==> src/cpwr_pkg.sv <==
/*
 * Shared constants for the two-unit capture/compare/PWM register block:
 * register indices, field positions, mode codes and bus states.
 * Assumes a single clock domain and word-wide AHB-Lite access.
 */
package cpwr_pkg;

    localparam int NUNITS = 2;

    // Register indices; byte address is four times the index.
    localparam logic [11:0] IDX_VAL [NUNITS] = '{12'h30c, 12'h310};
    localparam logic [11:0] IDX_CON [NUNITS] = '{12'h30e, 12'h312};
    localparam logic [11:0] IDX_CAP [NUNITS] = '{12'h30f, 12'h313};
    localparam logic [11:0] IDX_STAT = 12'h314;
    localparam logic [11:0] IDX_MASK = 12'h315;
    localparam int          ADDR_LSB = 2;
    localparam int          ADDR_MSB = 13;

    // Field layout and widths.
    localparam int CON_EN   = 7;
    localparam int CON_OUT  = 5;
    localparam int CON_FMT  = 4;
    localparam int MODE_W   = 4;
    localparam int CTS_W    = 2;
    localparam int VAL_W    = 16;
    localparam int DUTY_W   = 10;
    localparam int PER_W    = 8;
    localparam int LDUTY_LO = 6;

    // Mode codes; any code whose top two bits are set is PWM.
    typedef enum logic [3:0] {
        M_OFF    = 4'h0, M_TGLCLR = 4'h1, M_TGL    = 4'h2,
        M_CAPE   = 4'h3, M_CAPF   = 4'h4, M_CAPR   = 4'h5,
        M_CAP4   = 4'h6, M_CAP16  = 4'h7, M_SET    = 4'h8,
        M_CLR    = 4'h9, M_PULSE  = 4'ha, M_PULCLR = 4'hb
    } cpwr_mode_t;
    localparam logic [1:0] PWM_SEL    = 2'h3;
    localparam logic [1:0] CTS_PIN    = 2'h0;
    localparam logic [1:0] CTS_IOC    = 2'h1;
    localparam logic [3:0] PRE4_LAST  = 4'h3;
    localparam logic [3:0] PRE16_LAST = 4'hf;

    typedef enum logic {BS_IDLE = 1'b0, BS_DATA = 1'b1} cpwr_bus_t;

endpackage : cpwr_pkg

==> src/cpwr_unit_if.sv <==
/*
 * Link between the register file and one capture/compare/PWM engine.
 * Assumes both ends share the register clock.
 */
`timescale 1ns/1ps
interface cpwr_unit_if;
    logic        en;
    logic        fmt;
    logic [3:0]  mode;
    logic [1:0]  cts;
    logic [15:0] value;
    logic        cap_we;
    logic [15:0] cap_data;
    logic        out_lvl;
    logic        evt;
    logic        tclr;
    modport regs (output en, fmt, mode, cts, value,
                  input  cap_we, cap_data, out_lvl, evt, tclr);
    modport unit (input  en, fmt, mode, cts, value,
                  output cap_we, cap_data, out_lvl, evt, tclr);
endinterface : cpwr_unit_if

==> src/cpwr_unit.sv <==
/*
 * One capture/compare/PWM engine: edge capture with prescale, compare
 * actions on timer match, and a PWM output with a buffered duty value.
 * Assumes all inputs are synchronous to clk and the timers live outside.
 */
`timescale 1ns/1ps
module cpwr_unit (
    // Clock and reset.
    input  wire logic        clk,
    input  wire logic        rst,
    // Capture sources and timers.
    input  wire logic        cap_pin,
    input  wire logic        ioc_evt,
    input  wire logic [15:0] timer_cnt,
    input  wire logic [9:0]  pwm_tb,
    input  wire logic [7:0]  pwm_cnt,
    input  wire logic [7:0]  pwm_lim,
    input  wire logic        pwm_tick,
    // Register side.
    cpwr_unit_if.unit        bus
);
    logic       src, src_q, rise, fall, cap_hit, match, match_q, mhit;
    logic       pwm, roll, out_q, evt_q, we_q, tclr_q;
    logic [3:0] pre_q;
    logic [9:0] duty, dbuf_q;
    logic [15:0] cdata_q;

    // Reserved trigger codes select no source at all.
    always_comb
    begin
        src = 1'b0;
        if (bus.cts == cpwr_pkg::CTS_PIN) src = cap_pin;
        if (bus.cts == cpwr_pkg::CTS_IOC) src = ioc_evt;
    end
    assign rise  = src & ~src_q;
    assign fall  = ~src & src_q;
    assign pwm   = bus.mode[3:2] == cpwr_pkg::PWM_SEL;
    assign roll  = pwm_tick && (pwm_cnt == pwm_lim);
    assign match = timer_cnt == bus.value;
    assign mhit  = bus.en && match && !match_q && !pwm
                   && bus.mode[3] | (bus.mode[3:2] == 2'h0
                   && bus.mode[1]^bus.mode[0] ^ bus.mode[1] & bus.mode[0]
                   && bus.mode < cpwr_pkg::M_CAPE && bus.mode != 4'h0);
    // Alignment picks where the ten duty bits sit in the value word.
    assign duty  = bus.fmt ? bus.value[15:cpwr_pkg::LDUTY_LO]
                           : bus.value[9:0];

    // Capture decode; prescaled modes count rising edges.
    always_comb
    begin
        case (bus.mode)
            cpwr_pkg::M_CAPE:  cap_hit = rise | fall;
            cpwr_pkg::M_CAPF:  cap_hit = fall;
            cpwr_pkg::M_CAPR:  cap_hit = rise;
            cpwr_pkg::M_CAP4:
                cap_hit = rise && pre_q == cpwr_pkg::PRE4_LAST;
            cpwr_pkg::M_CAP16:
                cap_hit = rise && pre_q == cpwr_pkg::PRE16_LAST;
            default:           cap_hit = 1'b0;
        endcase
    end

    // Edge history and prescaler; prescale restarts outside its modes.
    always_ff @(posedge clk or posedge rst)
    begin
        if (rst)
        begin
            src_q   <= 1'b0;
            match_q <= 1'b0;
            pre_q   <= 4'h0;
        end
        else
        begin
            src_q   <= src;
            match_q <= match;
            if (!bus.en || (bus.mode != cpwr_pkg::M_CAP4
                            && bus.mode != cpwr_pkg::M_CAP16))
                pre_q <= 4'h0;
            else if (cap_hit)
                pre_q <= 4'h0;
            else if (rise)
                pre_q <= pre_q + 4'h1;
        end
    end

    // Output level; a pulse mode holds the output high for one cycle.
    always_ff @(posedge clk or posedge rst)
    begin
        if (rst)
            out_q <= 1'b0;
        else if (!bus.en || bus.mode == cpwr_pkg::M_OFF)
            out_q <= 1'b0;
        else if (pwm)
        begin
            if (roll)
                out_q <= duty != 10'h000;
            else if (pwm_tb == dbuf_q)
                out_q <= 1'b0;
        end
        else if (mhit)
        begin
            case (bus.mode)
                cpwr_pkg::M_SET:    out_q <= 1'b1;
                cpwr_pkg::M_CLR:    out_q <= 1'b0;
                cpwr_pkg::M_PULSE,
                cpwr_pkg::M_PULCLR: out_q <= 1'b1;
                default:            out_q <= ~out_q;
            endcase
        end
        else if (bus.mode == cpwr_pkg::M_PULSE
                 || bus.mode == cpwr_pkg::M_PULCLR)
            out_q <= 1'b0;
    end

    // Duty buffer and event, capture and timer-clear pulses.
    always_ff @(posedge clk or posedge rst)
    begin
        if (rst)
        begin
            dbuf_q  <= 10'h000;
            evt_q   <= 1'b0;
            we_q    <= 1'b0;
            tclr_q  <= 1'b0;
            cdata_q <= 16'h0000;
        end
        else
        begin
            if (bus.en && pwm && roll)
                dbuf_q <= duty;
            evt_q   <= bus.en && (cap_hit | mhit | (pwm & roll));
            we_q    <= bus.en && cap_hit;
            cdata_q <= timer_cnt;
            tclr_q  <= mhit && (bus.mode == cpwr_pkg::M_TGLCLR
                                || bus.mode == cpwr_pkg::M_PULCLR);
        end
    end

    assign bus.out_lvl  = out_q;
    assign bus.evt      = evt_q;
    assign bus.cap_we   = we_q;
    assign bus.cap_data = cdata_q;
    assign bus.tclr     = tclr_q;

    property p_fall_cap;
        @(posedge clk) disable iff (rst)
        (bus.en && bus.mode == cpwr_pkg::M_CAPF && fall) |=> bus.cap_we;
    endproperty
    a_fall_cap: assert property (p_fall_cap)
        else $error("Falling edge did not capture.");

    property p_pwm_clear;
        @(posedge clk) disable iff (rst)
        (bus.en && pwm && !roll && pwm_tb == dbuf_q) |=> !out_q;
    endproperty
    a_pwm_clear: assert property (p_pwm_clear)
        else $error("PWM output not cleared at duty match.");

endmodule : cpwr_unit

==> src/cpwr_regs.sv <==
/*
 * AHB-Lite register file and top level for two capture/compare/PWM
 * units, with event flags, an interrupt mask and one interrupt line.
 * Assumes one master, word accesses, inputs synchronous to CORE_CLK.
 */
// Functional notes
// - Control bit 7 enables the unit; cleared disables it.
// - Control bit 5 reads the output level; writes to it are ignored.
// - In PWM, bit 4 selects left alignment at 1, right at 0.
// - Mode 11xx is PWM, 0000 off; every active mode sets the flag.
// - Capture on any, falling, rising, fourth or sixteenth rising edge.
// - Compare match sets, clears, pulses or toggles the output by mode.
// - Modes 0001 and 1011 clear the associated timer on a match.
// - Latched compare output resets when mode is zero or enable clears.
// - Trigger select 00 takes the routed pin, 01 pin-change event.
// - Outside PWM, high byte is bits 15:8, low byte bits 7:0.
// - Right-aligned PWM keeps duty 9:8 in high bits 1:0.
// - Left-aligned PWM keeps duty 9:2 high, duty 1:0 in low 7:6.
// - The value register has no reset value and survives resets.
// - In PWM the output drops when time base equals buffered duty.
// - At period rollover set output unless duty zero, and load buffer.
`timescale 1ns/1ps
module cpwr_regs (
    // Clock and reset.
    input  wire logic        CORE_CLK,
    input  wire logic        RST,
    // AHB-Lite slave.
    input  wire logic        HSEL,
    input  wire logic [31:0] HADDR,
    input  wire logic [1:0]  HTRANS,
    input  wire logic        HWRITE,
    input  wire logic [2:0]  HSIZE,
    input  wire logic [31:0] HWDATA,
    input  wire logic        HREADY,
    output logic      [31:0] HRDATA,
    output logic             HREADYOUT,
    output logic             HRESP,
    // Capture sources, one per unit.
    input  wire logic [1:0]  CAP_PIN,
    input  wire logic [1:0]  PIN_CHANGE_EVT,
    // Shared timers.
    input  wire logic [15:0] TIMER_COUNT,
    input  wire logic [9:0]  PWM_TIME_BASE,
    input  wire logic [7:0]  PWM_PERIOD_COUNT,
    input  wire logic [7:0]  PWM_PERIOD_LIMIT,
    input  wire logic        PWM_TICK,
    // Unit outputs and interrupt.
    output logic      [1:0]  UNIT_OUT,
    output logic      [1:0]  TIMER_CLEAR,
    output logic             IRQ
);
    localparam int N = cpwr_pkg::NUNITS;

    cpwr_pkg::cpwr_bus_t st_q;
    logic        accept, wr_q, wr_go, irq_q;
    logic [11:0] idx_q;
    logic [31:0] rd_d, rd_q;
    logic        rdy_q;
    logic [N-1:0] en_q, fmt_q, evt_v, we_v, out_v, tclr_v;
    logic [N-1:0] stat_q, mask_q, stat_clr;
    logic [3:0]  mode_q [N];
    logic [1:0]  cts_q  [N];
    logic [15:0] val_q  [N];
    logic [15:0] cdat_v [N];

    // A transfer is taken when the master drives NONSEQ or SEQ.
    assign accept = HSEL && HTRANS[1] && HREADY;
    assign wr_go  = (st_q == cpwr_pkg::BS_DATA) && wr_q;

    // Every transfer gets one wait state, so the read word is built
    // after the preceding write has landed and comes from a flip-flop.
    always_ff @(posedge CORE_CLK or posedge RST)
    begin
        if (RST)
        begin
            st_q  <= cpwr_pkg::BS_IDLE;
            rdy_q <= 1'b1;
            wr_q  <= 1'b0;
            idx_q <= 12'h000;
            rd_q  <= 32'h0000_0000;
        end
        else
        begin
            case (st_q)
                cpwr_pkg::BS_IDLE:
                    if (accept)
                    begin
                        st_q  <= cpwr_pkg::BS_DATA;
                        rdy_q <= 1'b0;
                        wr_q  <= HWRITE;
                        idx_q <= HADDR[cpwr_pkg::ADDR_MSB:cpwr_pkg::ADDR_LSB];
                    end
                cpwr_pkg::BS_DATA:
                begin
                    st_q  <= cpwr_pkg::BS_IDLE;
                    rdy_q <= 1'b1;
                    rd_q  <= wr_q ? 32'h0000_0000 : rd_d;
                end
                default:
                begin
                    st_q  <= cpwr_pkg::BS_IDLE;
                    rdy_q <= 1'b1;
                end
            endcase
        end
    end

    assign HREADYOUT = rdy_q;
    assign HRDATA    = rd_q;
    assign HRESP     = 1'b0;

    // Read multiplexer; unmapped words and reserved bits read zero.
    always_comb
    begin
        rd_d = 32'h0000_0000;
        for (int k = 0; k < N; k++)
        begin
            if (idx_q == cpwr_pkg::IDX_VAL[k])
                rd_d = {16'h0000, val_q[k]};
            if (idx_q == cpwr_pkg::IDX_CON[k])
            begin
                rd_d[cpwr_pkg::CON_EN]  = en_q[k];
                rd_d[cpwr_pkg::CON_OUT] = out_v[k];
                rd_d[cpwr_pkg::CON_FMT] = fmt_q[k];
                rd_d[3:0]               = mode_q[k];
            end
            if (idx_q == cpwr_pkg::IDX_CAP[k])
                rd_d[1:0] = cts_q[k];
        end
        if (idx_q == cpwr_pkg::IDX_STAT)
            rd_d[N-1:0] = stat_q;
        if (idx_q == cpwr_pkg::IDX_MASK)
            rd_d[N-1:0] = mask_q;
    end

    // Per-unit registers and engine.
    for (genvar i = 0; i < N; i++)
    begin : g_unit
        cpwr_unit_if uif ();

        // Control and trigger select; the output bit is not stored.
        always_ff @(posedge CORE_CLK or posedge RST)
        begin
            if (RST)
            begin
                en_q[i]   <= 1'b0;
                fmt_q[i]  <= 1'b0;
                mode_q[i] <= 4'h0;
                cts_q[i]  <= 2'h0;
            end
            else if (wr_go && idx_q == cpwr_pkg::IDX_CON[i])
            begin
                en_q[i]   <= HWDATA[cpwr_pkg::CON_EN];
                fmt_q[i]  <= HWDATA[cpwr_pkg::CON_FMT];
                mode_q[i] <= HWDATA[3:0];
            end
            else if (wr_go && idx_q == cpwr_pkg::IDX_CAP[i])
                cts_q[i]  <= HWDATA[1:0];
        end

        // No reset term: the contents survive every reset. A capture
        // in the same cycle as a software write wins over the write.
        always_ff @(posedge CORE_CLK)
        begin
            if (we_v[i])
                val_q[i] <= cdat_v[i];
            else if (wr_go && idx_q == cpwr_pkg::IDX_VAL[i])
                val_q[i] <= HWDATA[15:0];
        end

        assign uif.en    = en_q[i];
        assign uif.fmt   = fmt_q[i];
        assign uif.mode  = mode_q[i];
        assign uif.cts   = cts_q[i];
        assign uif.value = val_q[i];
        assign evt_v[i]  = uif.evt;
        assign we_v[i]   = uif.cap_we;
        assign cdat_v[i] = uif.cap_data;
        assign out_v[i]  = uif.out_lvl;
        assign tclr_v[i] = uif.tclr;

        cpwr_unit u_unit (
            .clk       (CORE_CLK),
            .rst       (RST),
            .cap_pin   (CAP_PIN[i]),
            .ioc_evt   (PIN_CHANGE_EVT[i]),
            .timer_cnt (TIMER_COUNT),
            .pwm_tb    (PWM_TIME_BASE),
            .pwm_cnt   (PWM_PERIOD_COUNT),
            .pwm_lim   (PWM_PERIOD_LIMIT),
            .pwm_tick  (PWM_TICK),
            .bus       (uif)
        );

        property p_en_off;
            @(posedge CORE_CLK) disable iff (RST)
            !en_q[i] |=> !out_v[i];
        endproperty
        a_en_off: assert property (p_en_off)
            else $error("Disabled unit drives its output high.");

        property p_mode_off;
            @(posedge CORE_CLK) disable iff (RST)
            (mode_q[i] == 4'h0) [*2] |-> !out_v[i];
        endproperty
        a_mode_off: assert property (p_mode_off)
            else $error("Output not reset with mode zero.");

        property p_out_read;
            @(posedge CORE_CLK) disable iff (RST)
            (st_q == cpwr_pkg::BS_DATA && !wr_q
             && idx_q == cpwr_pkg::IDX_CON[i])
            |=> HRDATA[cpwr_pkg::CON_OUT] == $past(out_v[i]);
        endproperty
        a_out_read: assert property (p_out_read)
            else $error("Control read does not show the output level.");

        property p_cap_load;
            @(posedge CORE_CLK) disable iff (RST)
            we_v[i] |=> val_q[i] == $past(cdat_v[i]);
        endproperty
        a_cap_load: assert property (p_cap_load)
            else $error("Capture did not load the value register.");

        property p_evt_flag;
            @(posedge CORE_CLK) disable iff (RST)
            evt_v[i] |=> stat_q[i];
        endproperty
        a_evt_flag: assert property (p_evt_flag)
            else $error("Unit event did not set its flag.");

        property p_tclr;
            @(posedge CORE_CLK) disable iff (RST)
            tclr_v[i] |-> ($past(mode_q[i]) == 4'h1
                           || $past(mode_q[i]) == 4'hb);
        endproperty
        a_tclr: assert property (p_tclr)
            else $error("Timer clear outside a clearing compare mode.");
    end

    // Sticky flags: an event in the clearing cycle keeps its flag set.
    assign stat_clr = (wr_go && idx_q == cpwr_pkg::IDX_STAT)
                      ? HWDATA[N-1:0] : '0;
    always_ff @(posedge CORE_CLK or posedge RST)
    begin
        if (RST)
        begin
            stat_q <= '0;
            mask_q <= '0;
        end
        else
        begin
            stat_q <= (stat_q & ~stat_clr) | evt_v;
            if (wr_go && idx_q == cpwr_pkg::IDX_MASK)
                mask_q <= HWDATA[N-1:0];
        end
    end

    // Interrupt line is registered, so it trails the flag by one cycle.
    always_ff @(posedge CORE_CLK or posedge RST)
    begin
        if (RST)
            irq_q <= 1'b0;
        else
            irq_q <= |(stat_q & mask_q);
    end

    assign IRQ         = irq_q;
    assign UNIT_OUT    = out_v;
    assign TIMER_CLEAR = tclr_v;

    property p_irq;
        @(posedge CORE_CLK) disable iff (RST)
        (|(stat_q & mask_q)) |=> IRQ;
    endproperty
    a_irq: assert property (p_irq)
        else $error("Unmasked flag did not raise the interrupt.");

    property p_wait;
        @(posedge CORE_CLK) disable iff (RST)
        (accept && st_q == cpwr_pkg::BS_IDLE) |=> !HREADYOUT ##1 HREADYOUT;
    endproperty
    a_wait: assert property (p_wait)
        else $error("Transfer did not take exactly one wait state.");

    property p_w1c;
        @(posedge CORE_CLK) disable iff (RST)
        (wr_go && idx_q == cpwr_pkg::IDX_STAT && HWDATA[0] && !evt_v[0])
        |=> !stat_q[0];
    endproperty
    a_w1c: assert property (p_w1c)
        else $error("Writing one did not clear the flag.");

endmodule : cpwr_regs

==> config.mk <==
export PLATFORM = sky130hd
export DESIGN_NAME = cpwr_regs
export DESIGN_NICKNAME = d
export VERILOG_FILES = /design/src/cpwr_pkg.sv /design/src/cpwr_unit_if.sv /design/src/cpwr_unit.sv /design/src/cpwr_regs.sv
export SDC_FILE = /design/constraint.sdc
export NUM_CORES = 1
export LEC_CHECK = 0
export BUFFER_PORTS_ARGS = -buffer_cell sky130_fd_sc_hd__buf_2
export CORE_MARGIN = 2
export CORE_UTILIZATION = 50
export DETAILED_ROUTE_END_ITERATION = 10
export MAX_ROUTING_LAYER = met4
export PLACE_DENSITY = 0.85
export SLEW_MARGIN = 20
export SYNTH_ARGS = -nofsm -noshare
export SYNTH_HDL_FRONTEND = slang
export SYNTH_HIERARCHICAL = 1
export SYNTH_SLANG_ARGS = --single-unit
==> constraint.sdc <==
create_clock -name CORE_CLK -period 2.2 [get_ports CORE_CLK]
set_clock_uncertainty 0.05 [all_clocks]
set_input_delay 0.33 -clock CORE_CLK [delete_from_list [all_inputs] [get_ports CORE_CLK]]
set_output_delay 0.33 -clock CORE_CLK [all_outputs]
set_load 0.05 [all_outputs]
==> results of run 1 <==
==> sequential cells by signal (all words and copies together) (netlist names), 2 cells and up <==
signal                      count
HRDATA                         16
g_unit.u_unit/bus.cap_data     32
g_unit.u_unit/bus.cap_we        2
g_unit.u_unit/bus.evt           2
g_unit.u_unit/bus.out_lvl       2
g_unit.u_unit/bus.tclr          2
g_unit.u_unit/dbuf_q           20
g_unit.u_unit/match_q           2
g_unit.u_unit/pre_q             8
g_unit.u_unit/src_q             2
g_unit.uif.cts                  4
g_unit.uif.en                   2
g_unit.uif.fmt                  2
g_unit.uif.mode                 8
idx_q                          12
mask_q                          2
stat_q                          2
val_q                          32
==> routing by layer <==
layer / share of wire (%) / global-route usage, % / up-vias
met4: 2.9 / 9.20 / 0
met5: 0 / - / -
met1: 41 / 31.2 / 2859
met2: 50 / 41.8 / 261
met3: 6.9 / 5.62 / 54
li1: - / - / 2637
==> logic make-up after synthesis <==
family          count (synthesis)
simple gates                  185
buf+inv                        59
compound gates                 62
fa+ha+maj                       6
mux                           113
flops                         156
other cells                     1
xor+xnor                       78
==> how the worst max path moves through the flow <==
| stage | start | end | slack [ns] | cells after the start |
|---|---|---|---|---|
| floorplan | idx_q[5] | val_q[0][10] | 0.01 | 6 |
| global placement | idx_q[5] | val_q[0][4] | 0.05 | 5 |
| global route | idx_q[5] | val_q[0][11] | -0.05 | 5 |
| CTS | idx_q[5] | val_q[0][4] | -0.002 | 5 |
| finish | idx_q[5] | val_q[0][11] | -0.02 | 5 |
| detailed placement | idx_q[5] | val_q[0][1] | 0.02 | 5 |
==> critical path, delay by kind of cell (launching register included) <==
family | cells | cell delay (ns)
muxes | 1 | 0.31
buffers and inverters | 1 | 0.22
and+or+nand+nor | 3 | 1.00
DFF | 1 | 0.39
==> cell type report <==
class                   count  area, um2
clock buffers              17        425
clock inverters            15        179
fillers                  1208       6140
inverters                  13       48.8
multi-input cells         461       3710
flip-flops and latches    156       4070
well taps                 216        270
repair buffers            148        928
==> metrics by stage <==
stage | util [%] | std cells
after global routing | 61.1 | 1026
after detailed placement | 56.7 | 989
after CTS | 60.6 | 1023
after global placement | 56.7 | 989
after floorplan | - | 676
final | 61.1 | 1026
==> power groups by stage <==
stage / Combinational (mW) / Sequential, mW / Clock (mW)
final: 0.828 / 3.20 / 3.01
after global routing: 0.899 / 3.22 / 3.14
after CTS: 0.818 / 3.20 / 3.04
after detailed placement: 0.807 / 3.25 / 0
after global placement: 0.785 / 3.24 / 0
after floorplan: 0.562 / 3.23 / 0
==> repair_timing <==
action / 4_1_cts / 5_1_grt
endpoints found under the hold margin: 61 / 0
cloned: 0 / 1
hold buffers: 2 / 0
setup endpoints to repair: 1 / 11
resized for setup: 0 / 8
setup buffers: 0 / 2
pin swaps: 0 / 1
==> cell usage in the layout, fill, tap and decap left out, types with 12 or more instances in the layout <==
cell type and n:
dfrtp_1 123, edfxtp_1 32, a21oi_1 12, conb_1 17, nor2_1 18, buf_4 39
o21ai_0 15, mux2_4 16, clkbuf_16 18, nand4_1 21, mux2_2 82, xnor2_1 52
inv_1 12, xor2_1 26, nand2_1 46, buf_2 102, mux2i_1 15, nor2b_1 16
==> impl_results.md, run 1 <==
- Status: finished, violations left
- Failing checks: setup timing
- Crit. End Element: flip-flop
- Power, Total: 7.04 mW
- H-tree depth: 4
- Sinks on Clock Net: 156
- Fin. Hold Viols: 0
- DRT iter0 DRCs: 588
- Synth top cells by count: dfrtp_1, mux2_2, xnor2_1
- Crit-path max FO: 8
- Synth unique cells: 59
- Setup ws final: -0.0153 ns
- Residual DRC: 0
- Hold Path End: g_unit[0].u_unit/bus.cap_data[8]
- Area after DPL: 8940 um2
- R2R Setup Slk: -0.02 ns
- PwrDens: 730 nW/um2
- Layout Nets: 924
- Adder-Cell Fraction of Synth Area: 0.935%
- Main synth FF type: dfrtp_1
- GP Congestion: 0.982
- Pre-CTS setup slack: 0.0160 ns
- Peak supply drop: 0.802 mV
- Sw frac: 26.9%
- Combinational family with the most area after synthesis: multiplexers
- Post-synth top area share: 38.3%
- CP max stage delay: 0.56 ns
- Aggregate global routing overflow: 0
- Total Routing Usage GR: 25.4%
- Fin crit share: 101%
- Post-synthesis sequential area ratio: 50.6%
- Tmin final: 2.22 ns
- Clock-pin slew on the worst setup and hold paths: 0.07 ns
- Post-DP HPWL: 14200 um
- Clock root buffer: clkbuf_16
- Die Area: 17100 um2
- Cts bufs inserted: 17
- Longest Clk Path Bufs: 2
- Reg2Reg Depth: 5
- Synthesis warning total: 6
- Initial Util: 50.9%
- TNS Setup: -0.0431 ns
- Maximum clock frequency: 451 MHz
- Syn avg cell area: 12.2 um2
- Critical-path top delay cell: or4_4
- Post-route cell area: 9630 um2
- Via-to-Cell Ratio: 5.66
- Inserted Diodes: 0
- Worst r2r src: idx_q[5]
- Top-count cell post-synth: dfrtp_1
- Syn Std Cell Area: 8030 um2
- Die span in x: 131 um
- Ys async rst share: 79.5%
- Post-synthesis simple-gate area fraction: 14.1%
- CP Launch Type: flip-flop
- Largest net degree at the start of global routing: 37
- Number of global-route vias before repair: 5747
- Net switching power of the design: 1.90 mW
- Max Cap Viol: 0
- Critical path class: reg2reg
- Rel. slew slack: 61.5%
- WP data required: 2.34 ns
- Post-synthesis compound-gate area fraction: 5.50%
- Final setup vio count: 8
- Max Slew Vio Count: 0
- #FFs+latches synth: 156
- Hold crit path type: in2reg
- R2R Path End: val_q[0][11]
- Worst-Margin Slew: 0.577 ns
- Avg WL per Cell: 20.1 um
- Core region area: 15800 um2
- Seq pwr share: 45.5%
- Vias: 5811
- Row cnt: 46
- Number of port buffers: 102
- Wirelength, routed: 20600 um
- Hold Path Origin: TIMER_COUNT[8]
- Crit-path cells: or4_4 -> nor2_4 -> and4b_2 -> clkbuf_16 -> mux2_4
- WHS: 0.0203 ns
- First-pass GRT wire length: 31100 um
- Layout cells sized above 1: 35.8%
- Area growth, synth to finish: 19.9%
- Hold Path Depth: 1
- Cell Int Power: 5.14 mW
- Die height: 131 um
- Post-Syn Instances: 660
- DRT Pass-1 Iters: 5
- Yosys top cell by area: dfrtp_1
- Mux contribution to synthesized area: 16.1%
- CTS tree: done
- EDFF count, synth: 32
- Critical Path AT: 2.35 ns
- Post-synthesis xor/xnor area fraction: 8.51%
- Final ANT Viol Nets: 0
- Initial antenna violation count: 0
- Lkg Pwr: 4.34 nW
- Comb power frac: 11.8%
- RSZ-0062 raised after global routing: yes
- I/O pins: 160
- Synth area leaders: dfrtp_1, mux2_2, edfxtp_1, xnor2_1, xor2_1
- Clock latency on the worst-skew pair: 0.43 ns
- Clock network power share: 42.7%
(Power assumes the default switching activity.)
==> inputs of run 2 (changes only) <==
--- a/config.mk
+++ b/config.mk
@@ -16,3 +16,4 @@
 export SYNTH_HDL_FRONTEND = slang
 export SYNTH_HIERARCHICAL = 1
 export SYNTH_SLANG_ARGS = --single-unit
+export TNS_END_PERCENT = 5
==> run 2 against run 1 <==
The flow now finishes without violations; flip-flop and latch count stayed put; global-route usage stayed put; design area is 0.39% lower; critical endpoint is now val_q[0][4]; largest power group unchanged.
==> impl_results.md, run 2 (same netlist as run 1, synthesis figures left out) <==
- Avg WL per Cell: 19.9 um (-0.85%)
- Max Cap Viol: 0 (unchanged)
- Worst-Margin Slew: 0.581 ns (+0.00363 ns)
- Wirelength, routed: 20400 um (-1.1%)
- Final cell count without fillers: 1023 (-0.29%)
- GR met1 Demand/Resource: 31.2% (unchanged)
- Peak supply drop: 0.798 mV (-0.49%)
- Hold Path End: g_unit[1].u_unit/bus.cap_data[8]
- I/O pins: 160 (unchanged)
- Crit-path max FO: 16 (+8)
- DRT Pass-1 Iters: 5 (unchanged)
- Crit. End Element: flip-flop
- Sinks on Clock Net: 156 (unchanged)
- Busiest grt layer: met2
- Layout Nets: 921 (-0.32%)
- Total Routing Usage GR: 25.4% (unchanged)
- Commonest non-fill, non-tap cell in the layout: dfrtp_1
- Max Slew Vio Count: 0 (unchanged)
- Largest net degree at the start of global routing: 37 (unchanged)
- Hold Path Origin: TIMER_COUNT[8]
- First-pass GRT wire length: 31100 um (unchanged)
- Lkg Pwr: 4.32 nW (-0.44%)
- Grt met2 use: 41.8% (unchanged)
- Cts bufs inserted: 17 (unchanged)
- Initial antenna violation count: 0 (unchanged)
- Aggregate global routing overflow: 0 (unchanged)
- WP data required: 2.33 ns (about the same)
- Final ANT Viol Nets: 0 (unchanged)
- R2R Setup Slk: 0.02 ns (+0.04 ns)
- Maximum clock frequency: 459 MHz (+1.7%)
- Status: finished clean
- PwrDens: 732 nW/um2 (+0.19%)
- Clock-pin slew on the worst setup and hold paths: 0.07 ns (about the same)
- Row cnt: 46 (unchanged)
- Via-to-Cell Ratio: 5.69 (+0.48%)
- Inserted Diodes: 0 (unchanged)
- Residual DRC: 0 (unchanged)
- Clock root buffer: clkbuf_16
- Post-layout utilization of the core: 60.8% (-0.24 points)
- DP Cell Count: 989 (unchanged)
- Hold crit path type: in2reg
- Die span in x: 131 um (unchanged)
- Area growth, synth to finish: 19.5%
- DRT iter0 DRCs: 565 (-3.9%)
- Die height: 131 um (unchanged)
- Layout cells sized above 1: 35.7% (-0.11 points)
- Tmin final: 2.18 ns (-0.0364 ns)
- Post-DP HPWL: 14200 um (unchanged)
- Fin. Hold Viols: 0 (unchanged)
- Hold Path Depth: 1 (unchanged)
- Most frequent cells in the layout: dfrtp_1, buf_2, mux2_2
- Vias: 5822 (+0.19%)
- Reg2Reg Depth: 5 (unchanged)
- CTS tree: done
- Critical path class: reg2reg
- Final setup vio count: 0 (-8)
- Core region area: 15800 um2 (unchanged)
- RSZ-0062 raised after global routing: yes
- Met3 Use GR: 5.62% (unchanged)
- Power, Total: 7.02 mW (-0.20%)
- Fin crit share: 99.0% (-1.7 points)
- Clock latency on the worst-skew pair: 0.43 ns (about the same)
- Critical Path AT: 2.31 ns (-0.04 ns)
- GP Congestion: 0.982 (unchanged)
- Rel. slew slack: 61.2% (-0.24 points)
- Initial Util: 50.9% (unchanged)
- Worst r2r src: idx_q[5]
- Number of global-route vias before repair: 5747 (unchanged)
- R2R Path End: val_q[0][4]
- Longest Clk Path Bufs: 2 (unchanged)
- H-tree depth: 4 (unchanged)
- CP Launch Type: flip-flop
- Die Area: 17100 um2 (unchanged)
- Number of port buffers: 102 (unchanged)
[run 2: cell count changes in the layout (fill, tap and decap cells not counted), sizes merged]
cell,change
buf,-2
clkbuf,-1
[run 2: report_power, final]
part           internal (mW)  leakage (nW)  switching [mW]
registers               3.08          1.87           0.122
logic                  0.342          2.14           0.481
clock network           1.72         0.300            1.28
total                   5.13          4.32            1.89
[run 2: critical path: stages, from the launching register on]
cell	delay [ns]
dfrtp_1	0.39
or4_4	0.59
nor2_4	0.11
and4b_2	0.27
buf_12	0.20
mux2_4	0.32
[run 2: metrics by stage]
step	hold slack [ns]	setup WS (ns)	TNS, ns	area (um2)
final	0.0206	0.0211	0	9590
after global placement	0.358	0.0455	0	8940
after global routing	0.0112	-0.00994	-0.0202	9590
after CTS	0.00549	-0.00200	-0.00200	9560
after floorplan	0.311	0.0145	0	8090
after detailed placement	0.379	0.0160	0	8940
[run 2: worst max path at each step]
stage,from,endpoint,slack [ns],cells past startpoint
2_1_floorplan,idx_q[5],val_q[0][10],0.01,6
3_3_place_gp,idx_q[5],val_q[0][4],0.05,5
3_5_place_dp,idx_q[5],val_q[0][1],0.02,5
4_1_cts,idx_q[5],val_q[0][4],-0.002,5
5_1_grt,idx_q[5],val_q[0][4],-0.01,5
6_report,idx_q[5],val_q[0][4],0.02,5
[run 2: cell type report]
class	count	area (um2)
clock buffers	17	425
clock inverters	15	179
fillers	1215	6180
inverters	13	48.8
multi-input cells	461	3720
flip-flops and latches	156	4070
well taps	216	270
repair buffers	145	888
[run 2: per-layer routing]
metal  vias up  share of wire, %
li1       2640                 -
met1      2874                41
met2       266                50
met3        42               6.4
met4         0               2.4
met5         -                 0
[run 2: repair_timing]
action                                 in CTS  in global routing
setup endpoints to repair                   1                 11
hold buffers                                2                  0
buffers inserted                            0                  0
endpoints found under the hold margin      61                  0
resized for setup                           0                  9
